File: config.mk
export PLATFORM = sky130hd
export DESIGN_NAME = mx_exec_top
export DESIGN_NICKNAME = d
export VERILOG_FILES = /design/src/include/mx_pkg.sv /design/src/rtl/mx_phase.sv /design/src/rtl/mx_alu.sv /design/src/rtl/mx_exec_top.sv
export SDC_FILE = /design/constraint.sdc
export NUM_CORES = 1
export LEC_CHECK = 0
export BUFFER_PORTS_ARGS = -buffer_cell sky130_fd_sc_hd__clkbuf_2
export CELL_PAD_IN_SITES_DETAIL_PLACEMENT = 1
export CELL_PAD_IN_SITES_GLOBAL_PLACEMENT = 2
export CORE_ASPECT_RATIO = 0.7
export CORE_UTILIZATION = 31
export CTS_CLUSTER_SIZE = 25
export DETAILED_ROUTE_END_ITERATION = 7
export GPL_TIMING_DRIVEN = 1
export HOLD_SLACK_MARGIN = 0.08
export PLACE_DENSITY = 0.86
export SLEW_MARGIN = 20
export SYNTH_ARGS = -nofsm -noshare
export SYNTH_HDL_FRONTEND = slang
export SYNTH_SLANG_ARGS = --single-unit
File: constraint.sdc
create_clock -name clk_sys -period 3.7 [get_ports clk_sys]
set_input_delay 1.11 -clock clk_sys [delete_from_list [all_inputs] [get_ports clk_sys]]
set_output_delay 1.11 -clock clk_sys [all_outputs]
set_load 0.01 [all_outputs]
File: src/include/mx_pkg.sv
`default_nettype none
package mx_pkg;

  ////////////////////////////////////////////////////////////////////////////
  // Register map of the bus slave.
  localparam logic [7:0] ADR_CTRL = 8'h00;
  localparam logic [7:0] ADR_ACC = 8'h04;
  localparam logic [7:0] ADR_STATUS = 8'h08;
  localparam logic [7:0] ADR_PC = 8'h0C;
  localparam logic [7:0] ADR_STATE = 8'h10;
  localparam int CTRL_RUN_BIT = 0;
  localparam int FLAGS_W = 6;
  localparam int PC_W = 11;

  ////////////////////////////////////////////////////////////////////////////
  // Values after reset.
  localparam logic CTRL_RUN_RST = 1'b1;
  localparam logic [7:0] ACC_RST = 8'h00;
  localparam logic [10:0] PC_RST = 11'h000;
  localparam logic [1:0] PHASE_RST = 2'h0;

  ////////////////////////////////////////////////////////////////////////////
  // Data memory byte whose writes also load the low program counter byte.
  localparam logic [6:0] PCL_ADDR = 7'h02;
  // Last system clock of one four-clock instruction cycle.
  localparam logic [1:0] PHASE_LAST = 2'h3;
  // Decimal adjust limits.
  localparam logic [3:0] BCD_MAX = 4'h9;
  localparam logic [3:0] BCD_FIX = 4'h6;

  ////////////////////////////////////////////////////////////////////////////
  typedef enum logic [3:0] {
    ST_IDLE = 4'b0001,
    ST_EXEC = 4'b0010,
    ST_EXTRA = 4'b0100,
    ST_HALT = 4'b1000
  } mx_state_t;

  typedef enum logic [3:0] {
    OP_NOP = 4'h0,
    OP_INVERT_TO_WORKING = 4'h1,
    OP_DECIMAL_ADJUST = 4'h2,
    OP_DEC = 4'h3,
    OP_DECREMENT_TO_WORKING = 4'h4,
    OP_INC = 4'h5,
    OP_INCREMENT_TO_WORKING = 4'h6,
    OP_HALT = 4'h7,
    OP_JUMP = 4'h8,
    OP_MOVE_MEM_TO_W = 4'h9,
    OP_MOVE_IMM_TO_W = 4'hA,
    OP_MOVE_W_TO_MEM = 4'hB,
    OP_OR_MEM_TO_W = 4'hC,
    OP_OR_IMM_TO_W = 4'hD,
    OP_OR_INTO_MEMORY = 4'hE
  } mx_op_t;

  ////////////////////////////////////////////////////////////////////////////
  typedef struct packed {
    logic timeout_flag;
    logic power_down_flag;
    logic overflow_flag;
    logic zero;
    logic half_carry_flag;
    logic carry;
  } mx_flags_t;

  localparam mx_flags_t FLAGS_RST = 6'h00;

  typedef struct packed {
    mx_op_t op;
    logic [6:0] addr;
    logic [7:0] imm;
    logic [10:0] jump_addr;
  } mx_instr_t;

  typedef struct packed {
    logic we;
    logic [6:0] addr;
    logic [7:0] wdata;
  } mx_mem_req_t;

  typedef struct packed {
    logic cyc;
    logic stb;
    logic we;
    logic [7:0] adr;
    logic [3:0] sel;
    logic [31:0] dat;
  } mx_wb_req_t;

  typedef struct packed {
    logic ack;
    logic [31:0] dat;
  } mx_wb_rsp_t;

endpackage
`default_nettype wire

File: src/rtl/mx_phase.sv
`timescale 1ns/1ps
`default_nettype none
// Marks the last of the four system clocks of an instruction cycle.
module mx_phase
  import mx_pkg::*;
(
  // Clock and reset
  input wire logic clk_sys,
  input wire logic resetn,
  // Control
  input wire logic clear,
  output var logic tick
);

  typedef struct packed {
    logic [1:0] count;
  } mx_phase_st_t;

  mx_phase_st_t q;
  mx_phase_st_t next_q;

  always_comb begin
    next_q = q;
    if (clear) begin
      next_q.count = PHASE_RST;
    end else begin
      next_q.count = q.count + 2'h1;
    end
  end

  always_ff @(posedge clk_sys or negedge resetn) begin
    if (!resetn) begin
      q <= '{count: PHASE_RST};
    end else begin
      q <= next_q;
    end
  end

  assign tick = (q.count == PHASE_LAST);

endmodule
`default_nettype wire

File: src/rtl/mx_alu.sv
`timescale 1ns/1ps
`default_nettype none
module mx_alu
  import mx_pkg::*;
(
  // Operands
  input wire mx_op_t op,
  input wire logic [7:0] acc,
  input wire logic [7:0] mem,
  input wire logic [7:0] imm,
  input wire logic c_in,
  input wire logic ac_in,
  // Result and write steering
  output var logic [7:0] res,
  output var logic wr_acc,
  output var logic wr_mem,
  output var logic upd_z,
  output var logic upd_c,
  output var logic c_out
);

  function automatic logic [8:0] decimal_adjust(input logic [7:0] a,
                                                input logic ac,
                                                input logic c);
    logic [3:0] lo;
    logic nibble_carry_internal;
    logic [4:0] hi;
    logic c_n;
    if (a[3:0] > BCD_MAX || ac) begin
      lo = a[3:0] + BCD_FIX;
      nibble_carry_internal = !ac;
    end else begin
      lo = a[3:0];
      nibble_carry_internal = 1'b0;
    end
    hi = {1'b0, a[7:4]} + {4'h0, nibble_carry_internal};
    if (hi > {1'b0, BCD_MAX} || c) begin
      hi = hi + {1'b0, BCD_FIX};
      c_n = 1'b1;
    end else begin
      c_n = c;
    end
    return {c_n, hi[3:0], lo};
  endfunction

  always_comb begin
    res = 8'h00;
    wr_acc = 1'b0;
    wr_mem = 1'b0;
    upd_z = 1'b0;
    upd_c = 1'b0;
    c_out = c_in;
    unique case (op)
      OP_NOP, OP_HALT, OP_JUMP: begin
      end
      OP_INVERT_TO_WORKING: begin
        res = ~mem;
        wr_acc = 1'b1;
        upd_z = 1'b1;
      end
      OP_DECIMAL_ADJUST: begin
        {c_out, res} = decimal_adjust(acc, ac_in, c_in);
        wr_mem = 1'b1;
        upd_c = 1'b1;
      end
      OP_DEC: begin
        res = mem - 8'h01;
        wr_mem = 1'b1;
        upd_z = 1'b1;
      end
      OP_DECREMENT_TO_WORKING: begin
        res = mem - 8'h01;
        wr_acc = 1'b1;
        upd_z = 1'b1;
      end
      OP_INC, OP_INCREMENT_TO_WORKING: begin
        res = mem + 8'h01;
        wr_mem = (op == OP_INC);
        wr_acc = (op == OP_INCREMENT_TO_WORKING);
        upd_z = 1'b1;
      end
      OP_MOVE_MEM_TO_W: begin
        res = mem;
        wr_acc = 1'b1;
      end
      OP_MOVE_IMM_TO_W: begin
        res = imm;
        wr_acc = 1'b1;
      end
      OP_MOVE_W_TO_MEM: begin
        res = acc;
        wr_mem = 1'b1;
      end
      OP_OR_MEM_TO_W: begin
        res = acc | mem;
        wr_acc = 1'b1;
        upd_z = 1'b1;
      end
      OP_OR_IMM_TO_W: begin
        res = acc | imm;
        wr_acc = 1'b1;
        upd_z = 1'b1;
      end
      OP_OR_INTO_MEMORY: begin
        res = acc | mem;
        wr_mem = 1'b1;
        upd_z = 1'b1;
      end
      default: begin
      end
    endcase
  end

endmodule
`default_nettype wire

File: src/rtl/mx_exec_top.sv
// Decided for this implementation: register access over Wishbone and the address map.
`timescale 1ns/1ps
`default_nettype none
// Overview of operation
// - Invert-to-working puts the inverted memory byte in W, memory untouched.
// - Low nibble above 9 or half carry: add 6, nibble carry is not half carry.
// - High nibble plus nibble carry above 9 or carry: add 6, set carry.
// - Decimal adjust writes memory, and only carry may change.
// - Decrement writes memory byte minus one back to that byte.
// - Decrement-to-working puts memory minus one in W, memory untouched.
// - Increment writes memory plus one; its working form writes W instead.
// - Halt stops execution and clock, keeps contents, advances counter by one.
// - Halt clears the watchdog counter and its prescaler.
// - Halt sets power-down and clears time-out.
// - Jump loads the program counter with the instruction address.
// - Move from memory copies the memory byte into W.
// - Move immediate loads the 8-bit constant into W.
// - Move to memory copies W into the memory byte.
// - No-operation only advances the program counter by one.
// - Or with memory puts W or memory into W.
// - Or immediate puts W or the constant into W.
// - Invert, increment, decrement and or update zero only.
// - Moves, jump and no-operation change no flag.
// - A memory write to the counter low byte adds one four-clock cycle.
module mx_exec_top
  import mx_pkg::*;
(
  // Clock and reset
  input wire logic clk_sys,
  input wire logic resetn,
  // Register bus
  input wire mx_wb_req_t wb_req,
  output var mx_wb_rsp_t wb_rsp,
  // Instruction from fetch
  input wire logic ins_valid,
  input wire mx_instr_t ins,
  output var logic ins_ready,
  output var logic ins_done,
  output var logic [10:0] program_counter,
  // Data memory
  output var mx_mem_req_t mem_req,
  input wire logic [7:0] mem_rdata,
  // Power and watchdog
  input wire logic wake_req,
  input wire logic timeout_evt,
  output var logic sys_clk_run,
  output var logic wdt_clear,
  // Visible state
  output var logic [7:0] working_reg,
  output var mx_flags_t status_flags
);

  typedef struct packed {
    mx_state_t st;
    logic ready;
    logic done;
    logic [10:0] pc;
    logic [7:0] acc;
    mx_flags_t fl;
    mx_instr_t ins;
    mx_mem_req_t mem;
    logic clk_run;
    logic wdt_clr;
    logic run_en;
    logic ack;
    logic [31:0] rdat;
  } mx_exec_st_t;

  localparam mx_exec_st_t Q_RST = '{
    st: ST_IDLE, ready: 1'b1, done: 1'b0, pc: PC_RST, acc: ACC_RST,
    fl: FLAGS_RST, ins: '0, mem: '0, clk_run: 1'b1, wdt_clr: 1'b0,
    run_en: CTRL_RUN_RST, ack: 1'b0, rdat: 32'h0000_0000
  };

  mx_exec_st_t q;
  mx_exec_st_t next_q;

  logic bus_hit;
  logic accept;
  logic tick;
  logic commit;
  logic [7:0] alu_res;
  logic alu_wr_acc;
  logic alu_wr_mem;
  logic alu_upd_z;
  logic alu_upd_c;
  logic alu_c;

  function automatic logic [31:0] reg_read(input logic [7:0] adr,
                                           input mx_exec_st_t s);
    logic [31:0] d;
    d = 32'h0000_0000;
    case (adr)
      ADR_CTRL: d[CTRL_RUN_BIT] = s.run_en;
      ADR_ACC: d[7:0] = s.acc;
      ADR_STATUS: d[FLAGS_W-1:0] = s.fl;
      ADR_PC: d[PC_W-1:0] = s.pc;
      ADR_STATE: d[3:0] = s.st;
      default: d = 32'h0000_0000;
    endcase
    return d;
  endfunction

  ////////////////////////////////////////////////////////////////////////////
  // Instruction cycle timing and the operation datapath.
  assign bus_hit = wb_req.cyc && wb_req.stb;
  assign accept = (q.st == ST_IDLE) && q.ready && q.run_en && ins_valid;
  assign commit = (q.st == ST_EXEC) && tick;

  mx_phase u_phase (
    .clk_sys(clk_sys),
    .resetn(resetn),
    .clear(accept),
    .tick(tick)
  );

  mx_alu u_alu (
    .op(q.ins.op),
    .acc(q.acc),
    .mem(mem_rdata),
    .imm(q.ins.imm),
    .c_in(q.fl.carry),
    .ac_in(q.fl.half_carry_flag),
    .res(alu_res),
    .wr_acc(alu_wr_acc),
    .wr_mem(alu_wr_mem),
    .upd_z(alu_upd_z),
    .upd_c(alu_upd_c),
    .c_out(alu_c)
  );

  ////////////////////////////////////////////////////////////////////////////
  always_comb begin
    logic extra;
    extra = 1'b0;
    next_q = q;
    next_q.done = 1'b0;
    next_q.wdt_clr = 1'b0;
    next_q.mem.we = 1'b0;
    next_q.ack = bus_hit && !q.ack;
    if (bus_hit && !q.ack) begin
      next_q.rdat = reg_read(wb_req.adr, q);
    end
    // A write lands on the edge where the master sees ack, so it never
    // repeats. An instruction committing on that edge overrides the fields it writes.
    if (bus_hit && q.ack && wb_req.we && wb_req.sel[0]) begin
      case (wb_req.adr)
        ADR_CTRL: next_q.run_en = wb_req.dat[CTRL_RUN_BIT];
        ADR_ACC: next_q.acc = wb_req.dat[7:0];
        ADR_STATUS: next_q.fl = wb_req.dat[FLAGS_W-1:0];
        default: begin
        end
      endcase
    end
    unique case (q.st)
      ST_IDLE: begin
        if (accept) begin
          next_q.ins = ins;
          next_q.mem.addr = ins.addr;
          next_q.ready = 1'b0;
          next_q.st = ST_EXEC;
        end
      end
      ST_EXEC: begin
        if (tick) begin
          next_q.pc = q.pc + 11'h001;
          if (alu_wr_acc) begin
            next_q.acc = alu_res;
          end
          if (alu_wr_mem) begin
            next_q.mem.we = 1'b1;
            next_q.mem.wdata = alu_res;
          end
          if (alu_upd_z) begin
            next_q.fl.zero = (alu_res == 8'h00);
          end
          if (alu_upd_c) begin
            next_q.fl.carry = alu_c;
          end
          if (alu_wr_mem && q.ins.addr == PCL_ADDR) begin
            next_q.pc = {q.pc[10:8], alu_res};
            extra = 1'b1;
          end
          if (q.ins.op == OP_JUMP) begin
            next_q.pc = q.ins.jump_addr;
            extra = 1'b1;
          end
          if (q.ins.op == OP_HALT) begin
            next_q.fl.power_down_flag = 1'b1;
            next_q.fl.timeout_flag = 1'b0;
            next_q.wdt_clr = 1'b1;
            next_q.clk_run = 1'b0;
            next_q.st = ST_HALT;
          end else if (extra) begin
            next_q.st = ST_EXTRA;
          end else begin
            next_q.st = ST_IDLE;
            next_q.ready = 1'b1;
            next_q.done = 1'b1;
          end
        end
      end
      ST_EXTRA: begin
        if (tick) begin
          next_q.st = ST_IDLE;
          next_q.ready = 1'b1;
          next_q.done = 1'b1;
        end
      end
      ST_HALT: begin
        if (wake_req) begin
          next_q.clk_run = 1'b1;
          next_q.st = ST_IDLE;
          next_q.ready = 1'b1;
          next_q.done = 1'b1;
        end
      end
      default: begin
        next_q.st = ST_IDLE;
        next_q.ready = 1'b1;
      end
    endcase
    // A watchdog time-out in the same cycle as a clear still sets the flag.
    if (timeout_evt) begin
      next_q.fl.timeout_flag = 1'b1;
    end
  end

  always_ff @(posedge clk_sys or negedge resetn) begin
    if (!resetn) begin
      q <= Q_RST;
    end else begin
      q <= next_q;
    end
  end

  assign wb_rsp = '{ack: q.ack, dat: q.rdat};
  assign ins_ready = q.ready;
  assign ins_done = q.done;
  assign program_counter = q.pc;
  assign mem_req = q.mem;
  assign sys_clk_run = q.clk_run;
  assign wdt_clear = q.wdt_clr;
  assign working_reg = q.acc;
  assign status_flags = q.fl;

  ////////////////////////////////////////////////////////////////////////////
  // Checks on the committed results.
  property p_invert;
    @(posedge clk_sys) disable iff (!resetn)
    commit && q.ins.op == OP_INVERT_TO_WORKING |=>
      q.acc == ~$past(mem_rdata) && !q.mem.we;
  endproperty
  a_invert: assert property (p_invert)
    else $error("inverted byte not in working register");

  property p_dec;
    @(posedge clk_sys) disable iff (!resetn)
    commit && q.ins.op == OP_DEC |=>
      q.mem.we && q.mem.wdata == $past(mem_rdata) - 8'h01;
  endproperty
  a_dec: assert property (p_dec)
    else $error("decrement not written back");

  property p_move_out;
    @(posedge clk_sys) disable iff (!resetn)
    commit && q.ins.op == OP_MOVE_W_TO_MEM && !timeout_evt |=>
      q.mem.we && q.mem.wdata == $past(q.acc) && q.fl == $past(q.fl);
  endproperty
  a_move_out: assert property (p_move_out)
    else $error("move to memory wrong");

  property p_halt_flags;
    @(posedge clk_sys) disable iff (!resetn)
    commit && q.ins.op == OP_HALT && !timeout_evt |=>
      q.fl.power_down_flag && !q.fl.timeout_flag && q.wdt_clr;
  endproperty
  a_halt_flags: assert property (p_halt_flags)
    else $error("halt flags wrong");

  property p_halt_stop;
    @(posedge clk_sys) disable iff (!resetn)
    commit && q.ins.op == OP_HALT && !wake_req |=>
      !q.clk_run ##1 (!q.ready && q.pc == $past(q.pc, 2) + 11'h001);
  endproperty
  a_halt_stop: assert property (p_halt_stop)
    else $error("halt did not stop");

  property p_wake;
    @(posedge clk_sys) disable iff (!resetn)
    q.st == ST_HALT && wake_req |=> q.clk_run && q.ready;
  endproperty
  a_wake: assert property (p_wake)
    else $error("wake did not restart");

  property p_jump;
    @(posedge clk_sys) disable iff (!resetn)
    commit && q.ins.op == OP_JUMP |=> q.pc == $past(q.ins.jump_addr);
  endproperty
  a_jump: assert property (p_jump)
    else $error("jump target not loaded");

  property p_pcl_extra;
    @(posedge clk_sys) disable iff (!resetn)
    commit && alu_wr_mem && q.ins.addr == PCL_ADDR |=>
      (q.st == ST_EXTRA) [*4] ##1 (q.st == ST_IDLE && q.done);
  endproperty
  a_pcl_extra: assert property (p_pcl_extra)
    else $error("extra cycle length wrong");

  property p_nop;
    @(posedge clk_sys) disable iff (!resetn)
    commit && q.ins.op == OP_NOP |=>
      q.pc == $past(q.pc) + 11'h001 && !q.mem.we;
  endproperty
  a_nop: assert property (p_nop)
    else $error("no-operation changed state");

endmodule
`default_nettype wire

==> qor.yml <==
rows: 42
pre_cts_slack_ns: 0.408
placement.cell_area_sq_um: 6550
synth_edf_count: 0
drv_cap: 0
die_height_um: 120
syn_inst: 717
cts_tree: "yes"
final_cell_mix: "131 x nand2_1, 118 x clkbuf_2, 83 x dfrtp_1"
path_clk_slew_ns: 0.07
first_pass_iters: 5
yosysSeqAreaShare_pct: 35.4
vias: 5388
wl_per_cell_um: 18.6
peakVddDrop_uv: 185
p_per_area_nw_per_um2: 332
cts.sinks: 87
cp_common_cell: "ha_1"
syn_area_per_cell_sq_um: 8.59
antenna_left: 0
die_area_sq_um: 20500
fp.dieW_um: 170
setup_ws_ns: 0.660
detailedRoute.firstIterationViolations: 350
htreeDepth: 3
end_kind: "flop"
yosysTopAreaCellShare_pct: 33.7
crit_family: "compound AO/OA/AOI/OAI gates"
io_pins: 168
timing.fmax_ghz: 0.329
synthFlopType: "dfrtp_1"
slowest_stage: "a2111oi_0"
maxSlewViolCount: 0
insertion_delay_ns: 0.34
status: "finished, final reports clean"
fin_nets: 879
ys_ff_latch: 87
critPathLaunchType: "flop"
grt_pass1_wl_um: 30200
diodes: 0
final_util_pct: 35.8
track_usage_pct: 19.3
leakagePower_nw: 3.34
largest_reg_flops: 28
area_growth_pct: 11.5
path_buf_inv: 0
power_frac_clock_pct: 45.1
finClkSkew_ns: 0.00837
worstMarginPinSlew_ns: 0.958
cts_setup_buffers: 0
initial_core_util_pct: 32.1
grt_start_max_net_pins: 88
clockBufferDepth: 2
syn-cell-area_sq_um: 6160
worst_ep_arrival_time_ns: 3.25
hold_path.class: "flop to flop"
whs_ns: 0.433
finalCritPeriodShare_pct: 82.2
async_flop_share_pct: 100
grt_setup_unrepaired: "no"
required_ns: 3.91
grt_pass1_vias: 5308
design_area_sq_um: 6870
drt_wl_total_um: 19400
synth_top_area_cell: "dfrtp_1"
share_seq_of_total_power_pct: 42.6
switching_share_pct: 25.4
setup_tns_ns: 0
fill_cells: 2344
crit_fanout: 5
drc: 0
fin_crit_ns: 3.04
worstPathCellList: "nor3b_1 > ha_1 > ha_1 > xnor2_1 > ha_1 > a21oi_1 > a21boi_0 > xnor2_1 > a2111oi_0 > o21ai_0"
slowest_delay_ns: 0.51
setup_violations: 0
synth_warnings: 0
p_sw_w: 0.000580
final_common_cell: "nand2_1"
p_comb_share_pct: 12.2
io_buffer_count: 119
hold_viol_final: 0
hpwl_um: 14800
vias_per_cell: 5.16
coreArea_sq_um: 19200
hold_buffers: 0
largest-register: "q"
relSlewSlack_pct: 36.1
cts_resized: 0
intPower_w: 0.00170
grt-ovfl-total: 0
ys_top_cells_by_area: "dfrtp_1 34%, buf_4 9.4%, nand2_1 8.0%, mux2i_1 4.5%, a21oi_1 3.2%"
drive_gt1_share_pct: 23.2
synth.distinct_cells: 77
cts_made_buffers: 9
place_congestion: 0.847
root_buffer: "clkbuf_16"
critPathKind: "flop to flop"
antenna_found_initial: 0
[kinds of logic after synthesis]
group           synth area share [%]
simple gates                    22.1
compound gates                  16.9
buf+inv                         13.8
flops                           35.4
mux                             6.44
xor+xnor                        2.56
fa+ha+maj                       2.76
other cells                   0.0609
[worst paths after layout]
path                            depth (start not counted)  slack, ns                        start                             end
worst max-delay path                                   10       0.66  status_flags[1]$_DFFE_PN0P_  program_counter[5]$_DFFE_PN0P_
min in group asynchronous                               2       0.77                       resetn          mem_req[7]$_DFFE_PN0P_
worst min register to register                          1       0.43       u_phase.q[0]$_DFF_PN0_          u_phase.q[0]$_DFF_PN0_
max in group asynchronous                               2       2.48                       resetn              q[109]$_DFFE_PN1P_
worst min-delay path                                    1       0.43       u_phase.q[0]$_DFF_PN0_          u_phase.q[0]$_DFF_PN0_
worst max register to register                         10       0.66  status_flags[1]$_DFFE_PN0P_  program_counter[5]$_DFFE_PN0P_
[cells in the mapped netlist (3+ instances only)]
master,count
nand2_1,131
dfrtp_1,83
buf_4,77
nor2_1,46
a21oi_1,39
o21ai_0,33
mux2i_1,28
clkbuf_1,19
nand3_1,19
xnor2_1,15
ha_1,12
inv_1,12
nand2b_1,12
nor2b_1,12
nor3_1,12
buf_2,10
a22oi_1,8
mux2_2,8
a31oi_1,7
a221oi_1,6
o22ai_1,6
o31ai_1,6
a211oi_1,5
nand3b_1,5
nand4_1,5
nor3b_1,5
o221ai_1,5
a22o_1,4
a32o_1,4
and3_1,4
buf_6,4
buf_8,4
dfstp_2,4
or3_1,4
and4_1,3
o21a_1,3
xor2_1,3
[layer usage]
layer	track usage, %	part of all wire, %
met5	0	0
met4	3.66	1.1
met3	3.89	6.6
met2	26.2	39
met1	30.7	53
[through the flow]
step	total power, W	instances
after floorplan	0.00116	737
after detailed placement	0.00127	1029
after CTS	0.00230	1045
final	0.00228	1045
after global routing	0.00237	1045
after global placement	0.00126	1029
[power by group through the flow]
stage | clock network [W] | logic (W) | registers (W)
floorplan | 0 | 0.000172 | 0.000989
global placement | 0 | 0.000272 | 0.000991
detailed placement | 0 | 0.000279 | 0.000992
CTS | 0.00105 | 0.000280 | 0.000974
global route | 0.00109 | 0.000308 | 0.000975
finish | 0.00103 | 0.000279 | 0.000974
[layout make-up]
type / count / area, sq um / share of cell area, %
clock buffers: 13 / 260 / 3.79
clock inverters: 3 / 65.1 / 0.947
inverters: 12 / 45.0 / 0.656
multi-input cells: 524 / 3200 / 46.6
flip-flops and latches: 87 / 2180 / 31.8
well taps: 264 / 330 / 4.81
repair buffers: 142 / 783 / 11.4
Note: power is estimated with default switching activity, not from simulation.
